File: src/rtl/flags_pkg.sv
// Shared constants and types for the token-bus status flag block.
`default_nettype none
package flags_pkg;
    localparam int unsigned ADDR_W = 12;
    localparam int unsigned DATA_W = 32;
    localparam int unsigned PAGE_W = 2;
    localparam int unsigned IDLE_CNT_W = 16;

    // Register byte addresses.
    localparam logic [ADDR_W-1:0] STATUS_ADDR = 12'h000;
    localparam logic [ADDR_W-1:0] COMMAND_ADDR = 12'h004;
    localparam logic [ADDR_W-1:0] MASK_ADDR = 12'h008;
    localparam logic [ADDR_W-1:0] NODE_ID_ADDR = 12'h00c;

    // Status bit positions.
    localparam int unsigned RX_INHIB_BIT = 7;
    localparam int unsigned RESET_SEEN_BIT = 4;
    localparam int unsigned TEST_BIT = 3;
    localparam int unsigned RECONF_BIT = 2;
    localparam int unsigned ACKED_BIT = 1;
    localparam int unsigned TX_AVAIL_BIT = 0;

    // Reset values; undefined status bits read as zero.
    localparam logic [7:0] STATUS_RESET = 8'h91;
    localparam logic [7:0] MASK_RESET = 8'h00;
    localparam logic [7:0] NODE_ID_RESET = 8'h00;
    localparam logic [7:0] NODE_ID_UNSET = 8'h00;
    localparam logic [PAGE_W-1:0] PAGE_RESET = 2'h0;

    // Command layout: opcode in the low nibble, buffer page above it.
    localparam int unsigned OPCODE_LSB = 0;
    localparam int unsigned OPCODE_W = 4;
    localparam int unsigned PAGE_LSB = 4;
    localparam logic [OPCODE_W-1:0] CMD_TX_DISABLE = 4'h1;
    localparam logic [OPCODE_W-1:0] CMD_TX_ENABLE = 4'h3;
    localparam logic [OPCODE_W-1:0] CMD_RX_ENABLE = 4'h4;
    localparam logic [OPCODE_W-1:0] CMD_CLEAR_FLAGS = 4'h6;

    // Line idle time.
    localparam int unsigned IDLE_TIME_NS = 82000;
    localparam int unsigned CLK_PERIOD_NS = 8;
    localparam int unsigned IDLE_CYCLES = (IDLE_TIME_NS + CLK_PERIOD_NS - 1) / CLK_PERIOD_NS;

    typedef enum logic [2:0]
    {
        TX_IDLE = 3'b001,
        TX_WAIT_TOKEN = 3'b010,
        TX_SENDING = 3'b100
    } tx_state_e;
endpackage
`default_nettype wire

File: src/rtl/reg_access_if.sv
// Register access carrier between the bus port and the flag logic.
`default_nettype none
interface reg_access_if;
    import flags_pkg::*;
    logic [ADDR_W-1:0] addr;
    logic [DATA_W-1:0] wdata;
    logic wr_stb;
    logic [DATA_W-1:0] rdata;
    logic hit;

    modport port (output addr, output wdata, output wr_stb, input rdata, input hit);
    modport regs (input addr, input wdata, input wr_stb, output rdata, output hit);
endinterface
`default_nettype wire

File: src/rtl/token_bus_status_flags.sv
// Status flags of the token-bus network core with their APB register access.
//
// How it works
// RL1 - Receiver inhibited flag sets when a packet lands; reads high until first enable.
// RL2 - Only a receive-enable command clears receiver inhibited; nothing is received meanwhile.
// RL3 - Interrupt while receiver inhibited is high and its mask bit is set.
// RL4 - While receiver inhibited, packets addressed to this node are answered with NAK.
// RL5 - Status bits 6 and 5 are reserved and carry no meaning.
// RL6 - Reset occurred flag sets on hardware reset, software reset or node id zero write.
// RL7 - Only the clear-flags command clears the reset occurred flag.
// RL8 - Test bit 3 reads zero in normal operation.
// RL9 - Reconfiguration flag sets when the receive line stays idle for 82 microseconds.
// RL10 - The clear-flags command clears the reconfiguration flag.
// RL11 - Interrupt while reconfiguration or transmitter available is high with its mask bit.
// RL12 - Software checks the self-caused reconfiguration flag after a reconfiguration interrupt.
// RL13 - Message acknowledged sets when the enabled transmission is acknowledged.
// RL14 - Software trusts message acknowledged only once transmitter available is set.
// RL15 - Broadcast packets never set message acknowledged.
// RL16 - A transmit-enable command clears message acknowledged.
// RL17 - Transmitter available sets after the last byte or on transmitter disable.
// RL18 - After transmit enable, transmitter available clears at the next token, not earlier.
// RL19 - Status reads 1XX1 0001 after hardware or software reset.
// RL20 - Commands reach the core as writes to the command register.
// RL21 - Reading status has no side effect on any flag.
//
// Decided for this implementation: the APB slave port and the placing of the registers.
`default_nettype none
module token_bus_status_flags
    import flags_pkg::*;
#(
    parameter int unsigned IDLE_CYCLES_P = flags_pkg::IDLE_CYCLES
)
(
    input wire logic pclk,
    input wire logic presetn,
    input wire logic clk_en,
    input wire logic psel,
    input wire logic penable,
    input wire logic pwrite,
    input wire logic [flags_pkg::ADDR_W-1:0] paddr,
    input wire logic [flags_pkg::DATA_W-1:0] pwdata,
    output logic [flags_pkg::DATA_W-1:0] prdata,
    output logic pready,
    output logic pslverr,
    input wire logic receive_input,
    input wire logic soft_reset,
    input wire logic packet_stored,
    input wire logic packet_for_node,
    input wire logic token_received,
    input wire logic last_byte_sent,
    input wire logic tx_acked,
    input wire logic tx_broadcast,
    output logic receiver_inhibited,
    output logic nak_reply,
    output logic tx_request,
    output logic [flags_pkg::PAGE_W-1:0] rx_page,
    output logic [flags_pkg::PAGE_W-1:0] tx_page,
    output logic irq
);
    import flags_pkg::*;

    function automatic logic is_cmd(input logic [DATA_W-1:0] word, input logic [OPCODE_W-1:0] op);
        is_cmd = (word[OPCODE_LSB +: OPCODE_W] == op);
    endfunction

    function automatic logic is_addr(input logic [ADDR_W-1:0] a, input logic [ADDR_W-1:0] r);
        is_addr = (a == r);
    endfunction

    reg_access_if bus ();

    apb_port u_apb_port
    (
        .pclk(pclk),
        .presetn(presetn),
        .clk_en(clk_en),
        .psel(psel),
        .penable(penable),
        .pwrite(pwrite),
        .paddr(paddr),
        .pwdata(pwdata),
        .prdata(prdata),
        .pready(pready),
        .pslverr(pslverr),
        .bus(bus)
    );

    // Software-visible state, plus the internal acknowledge and transmit sequencer state.
    logic reset_occurred;
    logic line_reconfigured;
    logic message_acknowledged;
    logic transmitter_available;
    logic [7:0] interrupt_mask_register;
    logic [7:0] node_id;
    logic awaiting_ack;
    tx_state_e tx_state;
    tx_state_e next_tx_state;

    // Receive line synchroniser.
    logic rx_meta;
    logic rx_sync;
    logic rx_prev;

    // Command and register write decode.
    wire cmd_wr = bus.wr_stb & is_addr(bus.addr, COMMAND_ADDR);
    wire mask_wr = bus.wr_stb & is_addr(bus.addr, MASK_ADDR);
    wire node_wr = bus.wr_stb & is_addr(bus.addr, NODE_ID_ADDR);
    wire cmd_rx_enable = cmd_wr & is_cmd(bus.wdata, CMD_RX_ENABLE);
    wire cmd_tx_enable = cmd_wr & is_cmd(bus.wdata, CMD_TX_ENABLE);
    wire cmd_tx_disable = cmd_wr & is_cmd(bus.wdata, CMD_TX_DISABLE);
    wire cmd_clear_flags = cmd_wr & is_cmd(bus.wdata, CMD_CLEAR_FLAGS);
    wire [PAGE_W-1:0] cmd_page = bus.wdata[PAGE_LSB +: PAGE_W];
    wire node_id_zeroed = node_wr & (bus.wdata[7:0] == NODE_ID_UNSET);

    // Flag events.
    wire packet_landed = packet_stored & ~receiver_inhibited;
    wire acked_event = tx_acked & awaiting_ack & ~tx_broadcast;
    wire token_take = token_received & (tx_state == TX_WAIT_TOKEN);
    wire send_done = last_byte_sent & (tx_state == TX_SENDING);
    wire idle_expired;
    wire rx_activity = rx_sync & ~rx_prev;

    // The line counts as busy while the synchronised input is high.
    line_idle_timer #(.CYCLES(IDLE_CYCLES_P)) u_line_idle_timer
    (
        .pclk(pclk),
        .presetn(presetn),
        .clk_en(clk_en),
        .activity(rx_activity | rx_sync),
        .expired(idle_expired)
    );

    // Status view; undefined bits 6 and 5 read as zero, test bit fixed low.
    wire [7:0] core_status = {receiver_inhibited, // see RL1
                              1'b0, 1'b0, // see RL5
                              reset_occurred,
                              1'b0, // see RL8
                              line_reconfigured,
                              message_acknowledged,
                              transmitter_available};

    // Reads only select data, so no flag changes on a read.
    assign bus.hit = is_addr(bus.addr, STATUS_ADDR) | is_addr(bus.addr, COMMAND_ADDR)
                   | is_addr(bus.addr, MASK_ADDR) | is_addr(bus.addr, NODE_ID_ADDR);
    assign bus.rdata = is_addr(bus.addr, STATUS_ADDR) ? DATA_W'(core_status) : // see RL21
                       is_addr(bus.addr, MASK_ADDR) ? DATA_W'(interrupt_mask_register) :
                       is_addr(bus.addr, NODE_ID_ADDR) ? DATA_W'(node_id) :
                       '0;

    // Each interrupt source is gated by its own mask bit.
    wire irq_level = (receiver_inhibited & interrupt_mask_register[RX_INHIB_BIT]) // see RL3
                   | (line_reconfigured & interrupt_mask_register[RECONF_BIT]) // see RL11
                   | (transmitter_available & interrupt_mask_register[TX_AVAIL_BIT]); // see RL11

    // The request output leaves a flip-flop that is loaded from the next state,
    // so it never shows a glitch of the state decode.
    wire next_tx_request = (next_tx_state == TX_WAIT_TOKEN);

    // Transmit sequencing; a disable command abandons a pending send.
    always_comb
    begin
        next_tx_state = tx_state;
        case (tx_state)
            TX_IDLE:
            begin
                if (cmd_tx_enable)
                begin
                    next_tx_state = TX_WAIT_TOKEN;
                end
            end
            TX_WAIT_TOKEN:
            begin
                if (cmd_tx_disable)
                begin
                    next_tx_state = TX_IDLE;
                end
                else if (token_received)
                begin
                    next_tx_state = TX_SENDING; // see RL18
                end
            end
            TX_SENDING:
            begin
                // The last byte or a disable command returns the sequencer to idle.
                if (cmd_tx_disable | last_byte_sent)
                begin
                    next_tx_state = TX_IDLE;
                end
            end
            default:
            begin
                next_tx_state = TX_IDLE;
            end
        endcase
    end

    // Two flip-flops bring the asynchronous line input into the clock domain.
    always_ff @(posedge pclk or negedge presetn)
    begin
        if (!presetn)
        begin
            rx_meta <= 1'b0;
            rx_sync <= 1'b0;
            rx_prev <= 1'b0;
        end
        else if (clk_en)
        begin
            rx_meta <= receive_input;
            rx_sync <= rx_meta;
            rx_prev <= rx_sync;
        end
    end

    // Software-written registers and the irq and nak_reply outputs; a read never reaches this process.
    always_ff @(posedge pclk or negedge presetn)
    begin
        if (!presetn)
        begin
            interrupt_mask_register <= MASK_RESET;
            node_id <= NODE_ID_RESET;
            rx_page <= PAGE_RESET;
            tx_page <= PAGE_RESET;
            irq <= 1'b0;
            nak_reply <= 1'b0;
        end
        else if (clk_en)
        begin
            if (mask_wr)
            begin
                interrupt_mask_register <= bus.wdata[7:0];
            end
            if (node_wr)
            begin
                node_id <= bus.wdata[7:0];
            end
            if (cmd_rx_enable)
            begin
                rx_page <= cmd_page;
            end
            if (cmd_tx_enable)
            begin
                tx_page <= cmd_page;
            end
            irq <= irq_level;
            // A station that sends to us while the receiver is off gets a refusal.
            nak_reply <= packet_for_node & receiver_inhibited; // see RL4
        end
    end

    // Flags; a software reset wins over everything, otherwise a setting event wins over a clear in the same cycle.
    always_ff @(posedge pclk or negedge presetn)
    begin
        if (!presetn)
        begin
            receiver_inhibited <= STATUS_RESET[RX_INHIB_BIT]; // see RL19
            reset_occurred <= STATUS_RESET[RESET_SEEN_BIT];
            line_reconfigured <= STATUS_RESET[RECONF_BIT];
            message_acknowledged <= STATUS_RESET[ACKED_BIT];
            transmitter_available <= STATUS_RESET[TX_AVAIL_BIT];
            awaiting_ack <= 1'b0;
            tx_state <= TX_IDLE;
            tx_request <= 1'b0;
        end
        else if (clk_en)
        begin
            if (soft_reset)
            begin
                // A software reset restores the reset pattern; mask, node id and pages stay.
                receiver_inhibited <= STATUS_RESET[RX_INHIB_BIT]; // see RL19
                reset_occurred <= STATUS_RESET[RESET_SEEN_BIT]; // see RL6
                line_reconfigured <= STATUS_RESET[RECONF_BIT];
                message_acknowledged <= STATUS_RESET[ACKED_BIT];
                transmitter_available <= STATUS_RESET[TX_AVAIL_BIT];
                awaiting_ack <= 1'b0;
                tx_state <= TX_IDLE;
                tx_request <= 1'b0;
            end
            else
            begin
                // A packet is only taken while the receiver is enabled.
                if (packet_landed)
                begin
                    receiver_inhibited <= 1'b1; // see RL1
                end
                else if (cmd_rx_enable)
                begin
                    receiver_inhibited <= 1'b0; // see RL2
                end

                // Writing a zero node id counts as a reset of the core.
                if (node_id_zeroed)
                begin
                    reset_occurred <= 1'b1; // see RL6
                end
                else if (cmd_clear_flags)
                begin
                    reset_occurred <= 1'b0; // see RL7
                end

                // The idle timer pulse marks a reconfiguration of the line.
                if (idle_expired)
                begin
                    line_reconfigured <= 1'b1; // see RL9
                end
                else if (cmd_clear_flags)
                begin
                    line_reconfigured <= 1'b0; // see RL10
                end

                if (acked_event)
                begin
                    message_acknowledged <= 1'b1; // see RL13 RL15
                end
                else if (cmd_tx_enable)
                begin
                    message_acknowledged <= 1'b0; // see RL16
                end

                // Availability drops when the token arrives, never on the enable itself.
                if (send_done | cmd_tx_disable)
                begin
                    transmitter_available <= 1'b1; // see RL17
                end
                else if (token_take)
                begin
                    transmitter_available <= 1'b0; // see RL18
                end

                // Acknowledges count only for the packet sent after the latest enable.
                if (token_take)
                begin
                    awaiting_ack <= 1'b1;
                end
                else if (cmd_tx_enable | cmd_tx_disable)
                begin
                    awaiting_ack <= 1'b0;
                end

                tx_state <= next_tx_state;
                tx_request <= next_tx_request;
            end
        end
    end
endmodule
`default_nettype wire

File: src/rtl/apb_port.sv
// APB slave port with no wait states and registered answers.
`default_nettype none
module apb_port
    import flags_pkg::*;
(
    input wire logic pclk,
    input wire logic presetn,
    input wire logic clk_en,
    input wire logic psel,
    input wire logic penable,
    input wire logic pwrite,
    input wire logic [flags_pkg::ADDR_W-1:0] paddr,
    input wire logic [flags_pkg::DATA_W-1:0] pwdata,
    output logic [flags_pkg::DATA_W-1:0] prdata,
    output logic pready,
    output logic pslverr,
    reg_access_if.port bus
);
    wire setup_phase = psel & ~penable;

    assign bus.addr = paddr;
    assign bus.wdata = pwdata;
    assign bus.wr_stb = clk_en & psel & penable & pwrite & pready & bus.hit;

    // The answer is prepared in the setup cycle and held for the access cycle.
    always_ff @(posedge pclk or negedge presetn)
    begin
        if (!presetn)
        begin
            prdata <= '0;
            pready <= 1'b0;
            pslverr <= 1'b0;
        end
        else if (clk_en)
        begin
            pready <= setup_phase;
            pslverr <= setup_phase & ~bus.hit;
            if (setup_phase & ~pwrite)
            begin
                prdata <= bus.rdata;
            end
        end
    end
endmodule
`default_nettype wire

File: src/rtl/line_idle_timer.sv
// Counts idle cycles on the receive line and pulses once per idle period.
`default_nettype none
module line_idle_timer
    import flags_pkg::*;
#(
    parameter int unsigned CYCLES = flags_pkg::IDLE_CYCLES
)
(
    input wire logic pclk,
    input wire logic presetn,
    input wire logic clk_en,
    input wire logic activity,
    output logic expired
);
    localparam logic [IDLE_CNT_W-1:0] LAST = IDLE_CNT_W'(CYCLES - 1);

    logic [IDLE_CNT_W-1:0] count;
    wire at_last = (count == LAST);

    always_ff @(posedge pclk or negedge presetn)
    begin
        if (!presetn)
        begin
            count <= '0;
            expired <= 1'b0;
        end
        else if (clk_en)
        begin
            expired <= ~activity & at_last;
            count <= (activity | at_last) ? '0 : count + 1'b1;
        end
    end
endmodule
`default_nettype wire

File: config.mk
export PLATFORM = sky130hd
export DESIGN_NAME = token_bus_status_flags
export DESIGN_NICKNAME = d
export VERILOG_FILES = /design/src/rtl/flags_pkg.sv /design/src/rtl/reg_access_if.sv /design/src/rtl/token_bus_status_flags.sv /design/src/rtl/apb_port.sv /design/src/rtl/line_idle_timer.sv
export SDC_FILE = /design/constraint.sdc
export NUM_CORES = 1
export LEC_CHECK = 0
export BUFFER_PORTS_ARGS = -buffer_cell sky130_fd_sc_hd__clkbuf_2
export CORE_MARGIN = 2
export CORE_UTILIZATION = 40
export CTS_BUF_LIST = sky130_fd_sc_hd__clkbuf_4 sky130_fd_sc_hd__clkbuf_8
export CTS_CLUSTER_SIZE = 14
export DETAILED_ROUTE_END_ITERATION = 10
export SETUP_SLACK_MARGIN = 0.5
export SLEW_MARGIN = 20
export SYNTH_ARGS = -nofsm -noshare
export SYNTH_HDL_FRONTEND = slang
export SYNTH_HIERARCHICAL = 1
export SYNTH_SLANG_ARGS = --single-unit
File: constraint.sdc
create_clock -name pclk -period 3.47 [get_ports pclk]
set_input_delay 0.8675 -clock pclk [delete_from_list [all_inputs] [get_ports pclk]]
set_output_delay 0.8675 -clock pclk [all_outputs]
set_load 0.02 [all_outputs]
# Word level (Yosys, flattened, before mapping)
# Cells that the tools add are included.
# word_totals
output_inout_bits	42
ram_bits	0
reg_bits	86
word_cells	126
memories	0
inputBits	58
latch_bits	0
rom_bits	0
# classes
div	0
addsub	1
shifts	0
reduce_logical	19
n_mux	28
magnitude_cmp	0
bitwise	44
n_mul	0
n_eq_ne	12
# ops
op	n
$and A1 B1 Y1	27
$eq A12 B4 Y1 const B	2
$mux W8	3
$reduce_and A2 Y1	11
$mux W1	18
$reduce_bool A3 Y1	6
$add A16 B1 Y16 const B	1
$eq A16 B14 Y1 const B	1
$mux W16	1
$mux W3	5
$eq A12 B3 Y1 const B	1
$logic_not A12 Y1	1
$or A1 B1 Y1	10
$pmux W3 S3	1
$eq A4 B3 Y1 const B	2
$logic_not A8 Y1	1
$not A1 Y1	7
$eq A3 B2 Y1 const B	2
$eq A4 B1 Y1 const B	1
$eq A4 B2 Y1 const B	1
$eq A3 B1 Y1 const B	1
$eq A3 B3 Y1 const B	1

# Depth between registers and ports, before layout
# Gate-level depths: netlist of run 1.
# depth
word_depth	12
ltp_mapped	12

# Hierarchy
# The synthesis of run 1 kept the hierarchy.
# by_module_without_submodules
module	cells_each	seq_area_each_um2	instances	area_per_inst_um2
token_bus_status_flags	166	855.8	1	1833.0
apb_port	123	850.8	1	1786.7
line_idle_timer	96	425.4	1	934.6

# Worst setup path before layout of run 1
# Ideal clock, no wire load.
# synth_timing
kind	input-to-reg
start	input paddr[9] (netlist name)
end	register tx_page[0] (netlist name)
required_ns	3.342
setup_slack_ns	0.084
setup_ns	0.128
t_arrival_ns	3.259
stages	12
n_path_buf	2
path_cell_list	buf_4 -> or4_1 -> or4_1 -> buf_6 -> clkinv_8 -> nand4_1 -> nor2_1 -> nand2_1 -> and4bb_2 -> and3_4 -> nand2_2 -> mux2_1
# synth_via
elab_chain_len	8
word_cells_on_any_way	11
cone_classes	3 x eq/ne; 6 x bitwise; 2 x reduce/logical
# synth_rtl
element	line_no	source
from (decl)	token_bus_status_flags.sv:40	input wire logic [flags_pkg::ADDR_W-1:0] paddr,
$eq A12 B3 Y1 or $logic_not A12 Y1 (tied branches)	token_bus_status_flags.sv:67	is_addr = (a == r);
$or A1 B1 Y1	token_bus_status_flags.sv:143	assign bus.hit = is_addr(bus.addr, STATUS_ADDR) | is_addr(bus.addr, COMMAND_ADDR)
$or A1 B1 Y1	token_bus_status_flags.sv:144	| is_addr(bus.addr, MASK_ADDR) | is_addr(bus.addr, NODE_ID_ADDR);
$or A1 B1 Y1 *	token_bus_status_flags.sv:144	
net bus.hit	reg_access_if.sv:9	logic hit;
$and A1 B1 Y1 *	apb_port.sv:23	assign bus.wr_stb = clk_en & psel & penable & pwrite & pready & bus.hit;
net bus.wr_stb	reg_access_if.sv:7	logic wr_stb;
$and A1 B1 Y1 *	token_bus_status_flags.sv:105	wire cmd_wr = bus.wr_stb & is_addr(bus.addr, COMMAND_ADDR);
$and A1 B1 Y1 *	token_bus_status_flags.sv:109	wire cmd_tx_enable = cmd_wr & is_cmd(bus.wdata, CMD_TX_ENABLE);
$reduce_and A2 Y1 (no line) *	n/a	
to (signal assigned)	token_bus_status_flags.sv:242	tx_page <= cmd_page;
to (decl)	token_bus_status_flags.sv:57	output logic [flags_pkg::PAGE_W-1:0] tx_page,
# Mark *: on every way through the listed nets, which the timed path passes. The rest lies on a longest branch.
# A chain may end at the register's enable or synchronous reset.

# Worst setup path in the final report of run 1
# layout_timing
start	input paddr[7] (netlist name)
end	register tx_page[0] (netlist name)
# Same word-level chain as after synthesis.

==> impl_metrics.env, run 1 <==
export IMPL_clockBufferDepth=2
export IMPL_crit_required_ns=3.71
export IMPL_io_pins=100
export IMPL_cpLargestDelayFamily="simple AND/OR/NAND/NOR gates"
export IMPL_start_util_pct=40.7
export IMPL_clockRootBuffer="clkbuf_8"
export IMPL_drtAntennaViolNets=0
export IMPL_slowest_stage="or4_1"
export IMPL_dp_hpwl_microns=5900
export IMPL_postCtsHoldBufs=0
export IMPL_yosysWarnings=6
export IMPL_final_common_cell="dfrtp_1"
export IMPL_die_area_sq_mm=0.0118
export IMPL_multi_input_comb_area_sq_mm=0.00203
export IMPL_clock_sinks=85
export IMPL_syn_area_sq_mm=0.00437
export IMPL_synth_cells=361
export IMPL_port_buffers=75
export IMPL_vdd_ir_drop_max_v=0.000199
export IMPL_path_cells="clkbuf_2, or4_1, or4_4, buf_6, clkinv_8, nand4_1, nor2_2, nand2_1, and4bb_4, and3_4, nand2_4, mux2_4"
export IMPL_antenna_cells=0
export IMPL_seq_area_sq_mm=0.00213
export IMPL_min_path_type="flop to flop"
export IMPL_worst_slew_pin_slew_ns=0.770
export IMPL_fp_row_count=38
export IMPL_dr_pass1_iters=4
export IMPL_core_area_sq_mm=0.0107
export IMPL_instances_no_fill=587
export IMPL_avgRoutedWirePerCell_microns=14.2
export IMPL_fin_crit_sh_pct=89.0
export IMPL_holdWs_ns=0.508
export IMPL_setup_tns_ns=0
export IMPL_cp_end_kind="flop"
export IMPL_layout_drive_gt1_share_pct=39.8
export IMPL_htreeDepth=3
export IMPL_grt_max_degree=86
export IMPL_gp_congestion=0.829
export IMPL_hold_viol_final=0
export IMPL_fin_util_pct=47.0
export IMPL_crit_path_max_incr_delay_ns=0.50
export IMPL_area_delta_synth_final_pct=15.4
export IMPL_fill_cells=1000
export IMPL_dp_cells=569
export IMPL_drt_iter0_markers=182
export IMPL_rsz0062_at_grt="true"
export IMPL_setup_viol_count_final=0
export IMPL_nets=502
export IMPL_cp_arrival_ns=3.33
export IMPL_layout_common_cells="dfrtp_1, clkbuf_2, mux2_4"
export IMPL_grt_pass1_vias=2748
export IMPL_cap_viol_max_count=0
export IMPL_vias_per_cell=4.97
export IMPL_drcViolationCount=0
export IMPL_syn_avg_cell_area_sq_um=12.1
export IMPL_clock_latency_ns=0.35
export IMPL_grt_pass1_wl_microns=13700
export IMPL_totalWireLength_microns=8340
export IMPL_status="finished, final reports clean"
export IMPL_overflow=0
export IMPL_worstSetupStartpointType="input pin"
export IMPL_fmax_ghz=0.324
export IMPL_period_minus_slack_ns=3.09
export IMPL_crit_type="input pin to flop"
export IMPL_cts_buffers=9
export IMPL_slew_violations=0
export IMPL_cts_tree="yes"
export IMPL_crit_fanout=5
export IMPL_num_vias=2917
export IMPL_die_w_microns=109
export IMPL_power_density_mw_per_mm2=452
export IMPL_total_leakage_power_nw=2.44
export IMPL_slew_headroom_pct=48.6
export IMPL_die_y_microns=109
export IMPL_cts_clk_slew_worst_paths_ns=0.09
export IMPL_skew_ns=0.00955
export IMPL_grtUsageTotal_pct=14.8
export IMPL_cp_num_buf_inv=3
export IMPL_antenna_found_initial=0
## registers in the layout, indices dropped and copies added (netlist names), 2 cells and up
| signal | flops |
|---|---|
| interrupt_mask_register | 8 |
| u_apb_port/prdata | 32 |
| node_id | 8 |
| tx_state | 3 |
| tx_page | 2 |
| u_line_idle_timer/count | 16 |
| rx_page | 2 |
## routing by layer
| layer | GRT usage (%) | up-vias | part of all wire (%) |
|---|---|---|---|
| met2 | 21.5 | 68 | 44 |
| met3 | 2.65 | 9 | 4.6 |
| met4 | 5.77 | 0 | 1.2 |
| met5 | 0 | - | 0 |
| met1 | 21.9 | 1434 | 50 |
| li1 | - | 1406 | - |
## what timing repair did
action / in CTS / in global routing
gates cloned: 0 / 0
setup buffers: 0 / 2
gates resized for setup: 5 / 5
pin swaps: 7 / 6
setup endpoints to repair: 29 / 22
## worst reg2reg max path: stages, from the launching register on
cell and delay [ns]:
dfrtp_1 0.46, nor4_1 0.45, a41oi_1 0.34, nor2b_1 0.70, nor2_1 0.13
## final cells by class
class | instances | share of cell area (%)
Sequential cell | 85 | 42.2
Multi-Input combinational cell | 250 | 40.2
Timing Repair Buffer | 82 | 8.68
Tap cell | 140 | 3.47
Clock buffer | 10 | 2.73
Clock inverter | 6 | 1.41
Inverter | 14 | 1.29
## worst paths after layout
| check | end | startpoint | slack (ns) | depth (start not counted) |
|---|---|---|---|---|
| worst max-delay path | tx_page[0] | paddr[7] | 0.38 | 12 |
| worst min-delay path | u_line_idle_timer/expired | u_line_idle_timer/expired | 0.51 | 1 |
| worst max register to register | u_line_idle_timer/count[14] | u_line_idle_timer/count[9] | 1.26 | 4 |
| worst min register to register | u_line_idle_timer/expired | u_line_idle_timer/expired | 0.51 | 1 |
| max in group asynchronous | u_apb_port/prdata[9] | presetn | 2.40 | 1 |
| min in group asynchronous | u_apb_port/prdata[2] | presetn | 0.55 | 1 |
## power breakdown
part	internal [W]	leakage, nW	switching, W
clock network	0.000357	0.0991	0.000374
registers	0.00108	1.11	0.0000781
logic	0.000177	1.23	0.000218
total	0.00161	2.44	0.000670
## through the flow
stage	setup WS (ns)	area [sq um]	total power, W
after floorplan	0.127	4490	0.00145
after global placement	-0.0682	4790	0.00156
after detailed placement	-0.112	4790	0.00157
after CTS	0.352	5020	0.00231
after global routing	0.330	5050	0.00240
final	0.380	5050	0.00228
(Power assumes the default switching activity.)
==> run 2, diff against run 1 <==
--- a/config.mk
+++ b/config.mk
@@ -5,12 +5,12 @@
 export SDC_FILE = /design/constraint.sdc
 export NUM_CORES = 1
 export LEC_CHECK = 0
-export BUFFER_PORTS_ARGS = -buffer_cell sky130_fd_sc_hd__clkbuf_2
 export CORE_MARGIN = 2
 export CORE_UTILIZATION = 40
 export CTS_BUF_LIST = sky130_fd_sc_hd__clkbuf_4 sky130_fd_sc_hd__clkbuf_8
 export CTS_CLUSTER_SIZE = 14
 export DETAILED_ROUTE_END_ITERATION = 10
+export DONT_BUFFER_PORTS = 1
 export SETUP_SLACK_MARGIN = 0.5
 export SLEW_MARGIN = 20
 export SYNTH_ARGS = -nofsm -noshare
==> impl_metrics.env, run 2 (synthesis gave the netlist of run 1 again) <==
export IMPL_combPwrFrac_pct=8.4
export IMPL_fin_crit_sh_pct=87.0
export IMPL_layout_common_cells="dfrtp_1, mux2_4, nor2_1"
export IMPL_hold_viol_final=0
export IMPL_cp_num_buf_inv=2
export IMPL_power_frac_seq_pct=57.8
export IMPL_antenna_found_initial=0
export IMPL_io_pins=100
export IMPL_cts_tree="yes"
export IMPL_die_w_microns=109
export IMPL_overflow=0
export IMPL_grt_pass1_wl_microns=13400
export IMPL_vias_per_cell=5.18
export IMPL_power_share_clock_pct=33.8
export IMPL_fmax_ghz=0.331
export IMPL_crit_path_max_incr_delay_ns=0.50
export IMPL_drtAntennaViolNets=0
export IMPL_num_vias=2649
export IMPL_grt_max_degree=86
export IMPL_fill_cells=1023
export IMPL_slowest_stage="or4_4"
export IMPL_cp_arrival_ns=3.25
export IMPL_fin_util_pct=43.3
export IMPL_cap_viol_max_count=0
export IMPL_cts_buffers=9
export IMPL_htreeDepth=3
export IMPL_crit_fanout=4
export IMPL_largest_reg_flops=32
export IMPL_rsz0062_at_grt="true"
export IMPL_regMostFlops="u_apb_port/prdata"
export IMPL_nets=426
export IMPL_avgRoutedWirePerCell_microns=16.5
export IMPL_worstSetupStartpointType="input pin"
export IMPL_skew_ns=0.0151
export IMPL_cp_end_kind="flop"
export IMPL_reg_top3="u_apb_port/prdata (32), u_line_idle_timer/count (16)"
export IMPL_holdWs_ns=0.198
export IMPL_core_area_sq_mm=0.0107
export IMPL_antenna_cells=0
export IMPL_rrSetupSlack_ns=1.26
export IMPL_grt_pass1_vias=2562
export IMPL_totalWireLength_microns=8420
export IMPL_seq_area_sq_mm=0.00213
export IMPL_fp_row_count=38
export IMPL_cpLargestDelayFamily="simple AND/OR/NAND/NOR gates"
export IMPL_vdd_ir_drop_max_v=0.000225
export IMPL_area_delta_synth_final_pct=6.35
export IMPL_clockBufferDepth=2
export IMPL_crit_type="input pin to flop"
export IMPL_power_density_mw_per_mm2=465
export IMPL_clock_latency_ns=0.35
export IMPL_drt_iter0_markers=137
export IMPL_die_area_sq_mm=0.0118
export IMPL_slew_headroom_pct=50.7
export IMPL_multi_input_comb_area_sq_mm=0.00202
export IMPL_die_y_microns=109
export IMPL_clockRootBuffer="clkbuf_8"
export IMPL_clock_sinks=85
export IMPL_final_common_cell="dfrtp_1"
export IMPL_port_buffers=0
export IMPL_slew_violations=0
export IMPL_path_cells="or4_4, or4_4, buf_6, clkinv_8, nand4_1, nor2_2, nand2_1, and4bb_2, and3_4, nand2_4, mux2_4"
export IMPL_crit_path_frequent_cell="or4_4"
export IMPL_period_minus_slack_ns=3.02
export IMPL_status="finished, final reports clean"
export IMPL_dr_pass1_iters=4
export IMPL_cts_clk_slew_worst_paths_ns=0.10
export IMPL_switching_share_pct=28.1
export IMPL_setup_viol_count_final=0
export IMPL_p_sw_w=0.000608
export IMPL_worst_slew_pin_slew_ns=0.738
export IMPL_internal_power_w=0.00156
export IMPL_start_util_pct=40.7
export IMPL_drcViolationCount=0
export IMPL_dp_hpwl_microns=5880
export IMPL_grtUsageTotal_pct=14.6
export IMPL_gp_congestion=0.808
export IMPL_total_leakage_power_nw=2.10
export IMPL_min_path_type="input pin to asynchronous set/reset pin"
export IMPL_crit_required_ns=3.70
export IMPL_layout_drive_gt1_share_pct=27.8
run 2: metrics by stage:
stage                     power, W  setup WS (ns)  setup TNS, ns  cells  instance area [sq um]
after floorplan            0.00145          0.127              0    384                   4490
after global placement     0.00144       -0.00535       -0.00613    493                   4400
after detailed placement   0.00145        -0.0262        -0.0717    493                   4400
after CTS                  0.00219          0.417              0    510                   4640
after global routing       0.00228          0.386              0    511                   4650
final                      0.00217          0.451              0    511                   4650
run 2: layout make-up:
| class | count | share of cell area [%] |
|---|---|---|
| Clock buffer | 10 | 2.96 |
| Tap cell | 140 | 3.77 |
| Timing Repair Buffer | 6 | 1.05 |
| Sequential cell | 85 | 45.8 |
| Multi-Input combinational cell | 250 | 43.5 |
| Clock inverter | 6 | 1.51 |
| Inverter | 14 | 1.40 |
run 2: routing by layer:
layer / GRT usage [%] / vias up / part of all wire [%]
met5: 0 / - / 0
met4: 5.31 / 0 / 1.3
met3: 5.00 / 6 / 6.7
met2: 21.7 / 70 / 47
met1: 19.7 / 1325 / 45
li1: - / 1248 / -
run 2: what timing repair did:
action | in CTS | in global routing
setup endpoints to repair | 9 | 10
resized for setup | 5 | 2
pin swaps | 4 | 2
endpoints found under the hold margin | 0 | 0
buffers inserted | 1 | 1
hold buffers | 0 | 0
run 2: worst register-to-register path, cell delays in order (launching register included):
cell,delay [ns]
dfrtp_1,0.47
nor4_1,0.45
a41oi_1,0.34
nor2b_1,0.67
nor2_1,0.13
run 2: worst paths after layout:
kind / from / cells past startpoint / endpoint
max: paddr[0] / 11 / tx_page[1]
min: presetn / 0 / u_apb_port/prdata[8]
max reg2reg: u_line_idle_timer/count[9] / 4 / u_line_idle_timer/count[9]
min reg2reg: rx_meta / 1 / rx_meta
max in group asynchronous: presetn / 0 / reset_occurred
min in group pclk: rx_meta / 1 / rx_meta
run 2: power by group through the flow:
stage	clock network [W]	logic, W	registers, W
floorplan	0	0.000202	0.00124
detailed placement	0	0.000182	0.00127
global route	0.000807	0.000204	0.00127
finish	0.000732	0.000182	0.00125
CTS	0.000754	0.000183	0.00125
global placement	0	0.000175	0.00127
==> run 3, diff against run 2 <==
==> constraint.sdc (replaced) <==
create_clock -name pclk -period 3.62 [get_ports pclk]
set_input_delay 0.905 -clock pclk [delete_from_list [all_inputs] [get_ports pclk]]
set_output_delay 0.905 -clock pclk [all_outputs]
set_load 0.02 [all_outputs]
==> impl_metrics.env, run 3 (synthesis gave the netlist of run 1 again) <==
export IMPL_status="finished, final reports clean"
export IMPL_cts_tree="yes"
export IMPL_cts_clk_slew_worst_paths_ns=0.09
export IMPL_antenna_found_initial=0
export IMPL_reg_top3="u_apb_port/prdata (32), u_line_idle_timer/count (16)"
export IMPL_combPwrFrac_pct=8.8
export IMPL_gp_congestion=0.809
export IMPL_hold_viol_final=0
export IMPL_path_cells="or4_1, or4_4, buf_6, clkinv_8, nand4_1, nor2_2, nand2_1, and4bb_2, and3_4, nand2_4, mux2_4"
export IMPL_dp_cells=493
export IMPL_postCtsHoldBufs=0
export IMPL_skew_ns=0.00866
export IMPL_instances_no_fill=508
export IMPL_dp_hpwl_microns=5820
export IMPL_slew_headroom_pct=48.5
export IMPL_rsz0062_at_grt="true"
export IMPL_grt_pass1_vias=2514
export IMPL_regMostFlops="u_apb_port/prdata"
export IMPL_layout_drive_gt1_share_pct=26.6
export IMPL_dr_pass1_iters=5
export IMPL_min_path_type="input pin to asynchronous set/reset pin"
export IMPL_crit_required_ns=3.87
export IMPL_die_w_microns=109
export IMPL_rrSetupSlack_ns=1.39
export IMPL_avgRoutedWirePerCell_microns=16.5
export IMPL_slowest_stage="or4_1"
export IMPL_grt_max_degree=86
export IMPL_setup_viol_count_final=0
export IMPL_clockBufferDepth=2
export IMPL_crit_type="input pin to flop"
export IMPL_fin_crit_sh_pct=84.8
export IMPL_grt_pass1_wl_microns=13100
export IMPL_worstSetupStartpointType="input pin"
export IMPL_totalWireLength_microns=8410
export IMPL_drcViolationCount=0
export IMPL_period_minus_slack_ns=3.07
export IMPL_internal_power_w=0.00140
export IMPL_nets=424
export IMPL_switching_share_pct=29.6
export IMPL_drt_iter0_markers=161
export IMPL_io_pins=100
export IMPL_worst_slew_pin_slew_ns=0.771
export IMPL_total_leakage_power_nw=2.08
export IMPL_setup_tns_ns=0
export IMPL_wl_met2_microns=3780
export IMPL_power_density_mw_per_mm2=433
export IMPL_routed_top_layer="met4"
export IMPL_cts_setup_buffers=0
export IMPL_port_buffers=0
export IMPL_vdd_ir_drop_max_v=0.000224
export IMPL_clock_latency_ns=0.35
export IMPL_die_y_microns=109
export IMPL_cts_buffers=9
export IMPL_die_area_sq_mm=0.0118
export IMPL_area_delta_synth_final_pct=5.01
export IMPL_cap_viol_max_count=0
export IMPL_crit_fanout=5
export IMPL_layout_common_cells="dfrtp_1, mux2_4, nor2_1"
export IMPL_overflow=0
export IMPL_crit_path_max_incr_delay_ns=0.51
export IMPL_slew_violations=0
export IMPL_htreeDepth=3
export IMPL_fp_row_count=38
export IMPL_p_sw_w=0.000588
export IMPL_fmax_ghz=0.326
export IMPL_cp_end_kind="flop"
export IMPL_power_frac_seq_pct=60.4
export IMPL_final_common_cell="dfrtp_1"
export IMPL_drtAntennaViolNets=0
export IMPL_antenna_cells=0
export IMPL_wl_met3_microns=529
export IMPL_num_vias=2633
export IMPL_holdWs_ns=0.238
export IMPL_core_area_sq_mm=0.0107
export IMPL_start_util_pct=40.7
export IMPL_grtUsageTotal_pct=14.5
export IMPL_largest_reg_flops=32
export IMPL_cp_arrival_ns=3.32
export IMPL_power_share_clock_pct=30.8
export IMPL_clock_sinks=85
export IMPL_vias_per_cell=5.18
export IMPL_clockRootBuffer="clkbuf_8"
export IMPL_wirelength_met1_microns=4000
[run 3: stage by stage]
step	utilization, %	total power (W)	cell area, sq um	worst slack [ns]
2_1_floorplan	-	0.00139	4490	0.239
3_3_place_gp	41.0	0.00138	4400	0.108
3_5_place_dp	41.0	0.00139	4400	0.103
4_1_cts	42.6	0.00202	4570	0.520
5_1_grt	42.7	0.00208	4590	0.487
6_report	42.7	0.00199	4590	0.549
[run 3: final cells by class]
type                    count  area (sq um)
well taps                 140           175
repair buffers              4          33.8
clock inverters             6          47.5
fillers                   996          6150
multi-input cells         250          2020
inverters                  14          65.1
clock buffers               9           124
flip-flops and latches     85          2130
[run 3: routing by layer]
metal / track usage, % / vias up
met3: 4.70 / 8
met4: 6.32 / 0
met5: 0 / -
met1: 19.7 / 1315
li1: - / 1254
met2: 21.1 / 56
[run 3: worst paths after layout]
check / to / cells past startpoint / from
setup / recovery: tx_page[1] / 11 / paddr[0]
hold / removal: u_apb_port/prdata[1] / 0 / presetn
setup reg to reg: u_line_idle_timer/count[11] / 4 / u_line_idle_timer/count[9]
hold reg to reg: interrupt_mask_register[1] / 1 / interrupt_mask_register[1]
max in group asynchronous: tx_state[0] / 0 / presetn
min in group pclk: interrupt_mask_register[1] / 1 / interrupt_mask_register[1]
[run 3: what timing repair did]
| action | 4_1_cts | 5_1_grt |
|---|---|---|
| setup endpoints to repair | 4 | 6 |
| resized for setup | 1 | 4 |
| pin swaps | 0 | 4 |
[run 3: critical path: cells and delay by family]
kind / cells / cell delay, ns
buffers and inverters: 2 / 0.19
multiplexers: 1 / 0.29
AND/OR/NAND/NOR: 8 / 1.93
[run 3: power by group through the flow]
stage                     sequential [W]  combinational (W)  clock [W]
after floorplan                  0.00119           0.000193          0
after global placement           0.00122           0.000168          0
after detailed placement         0.00122           0.000175          0
after CTS                        0.00120           0.000176   0.000637
after global routing             0.00122           0.000195   0.000673
final                            0.00120           0.000175   0.000613
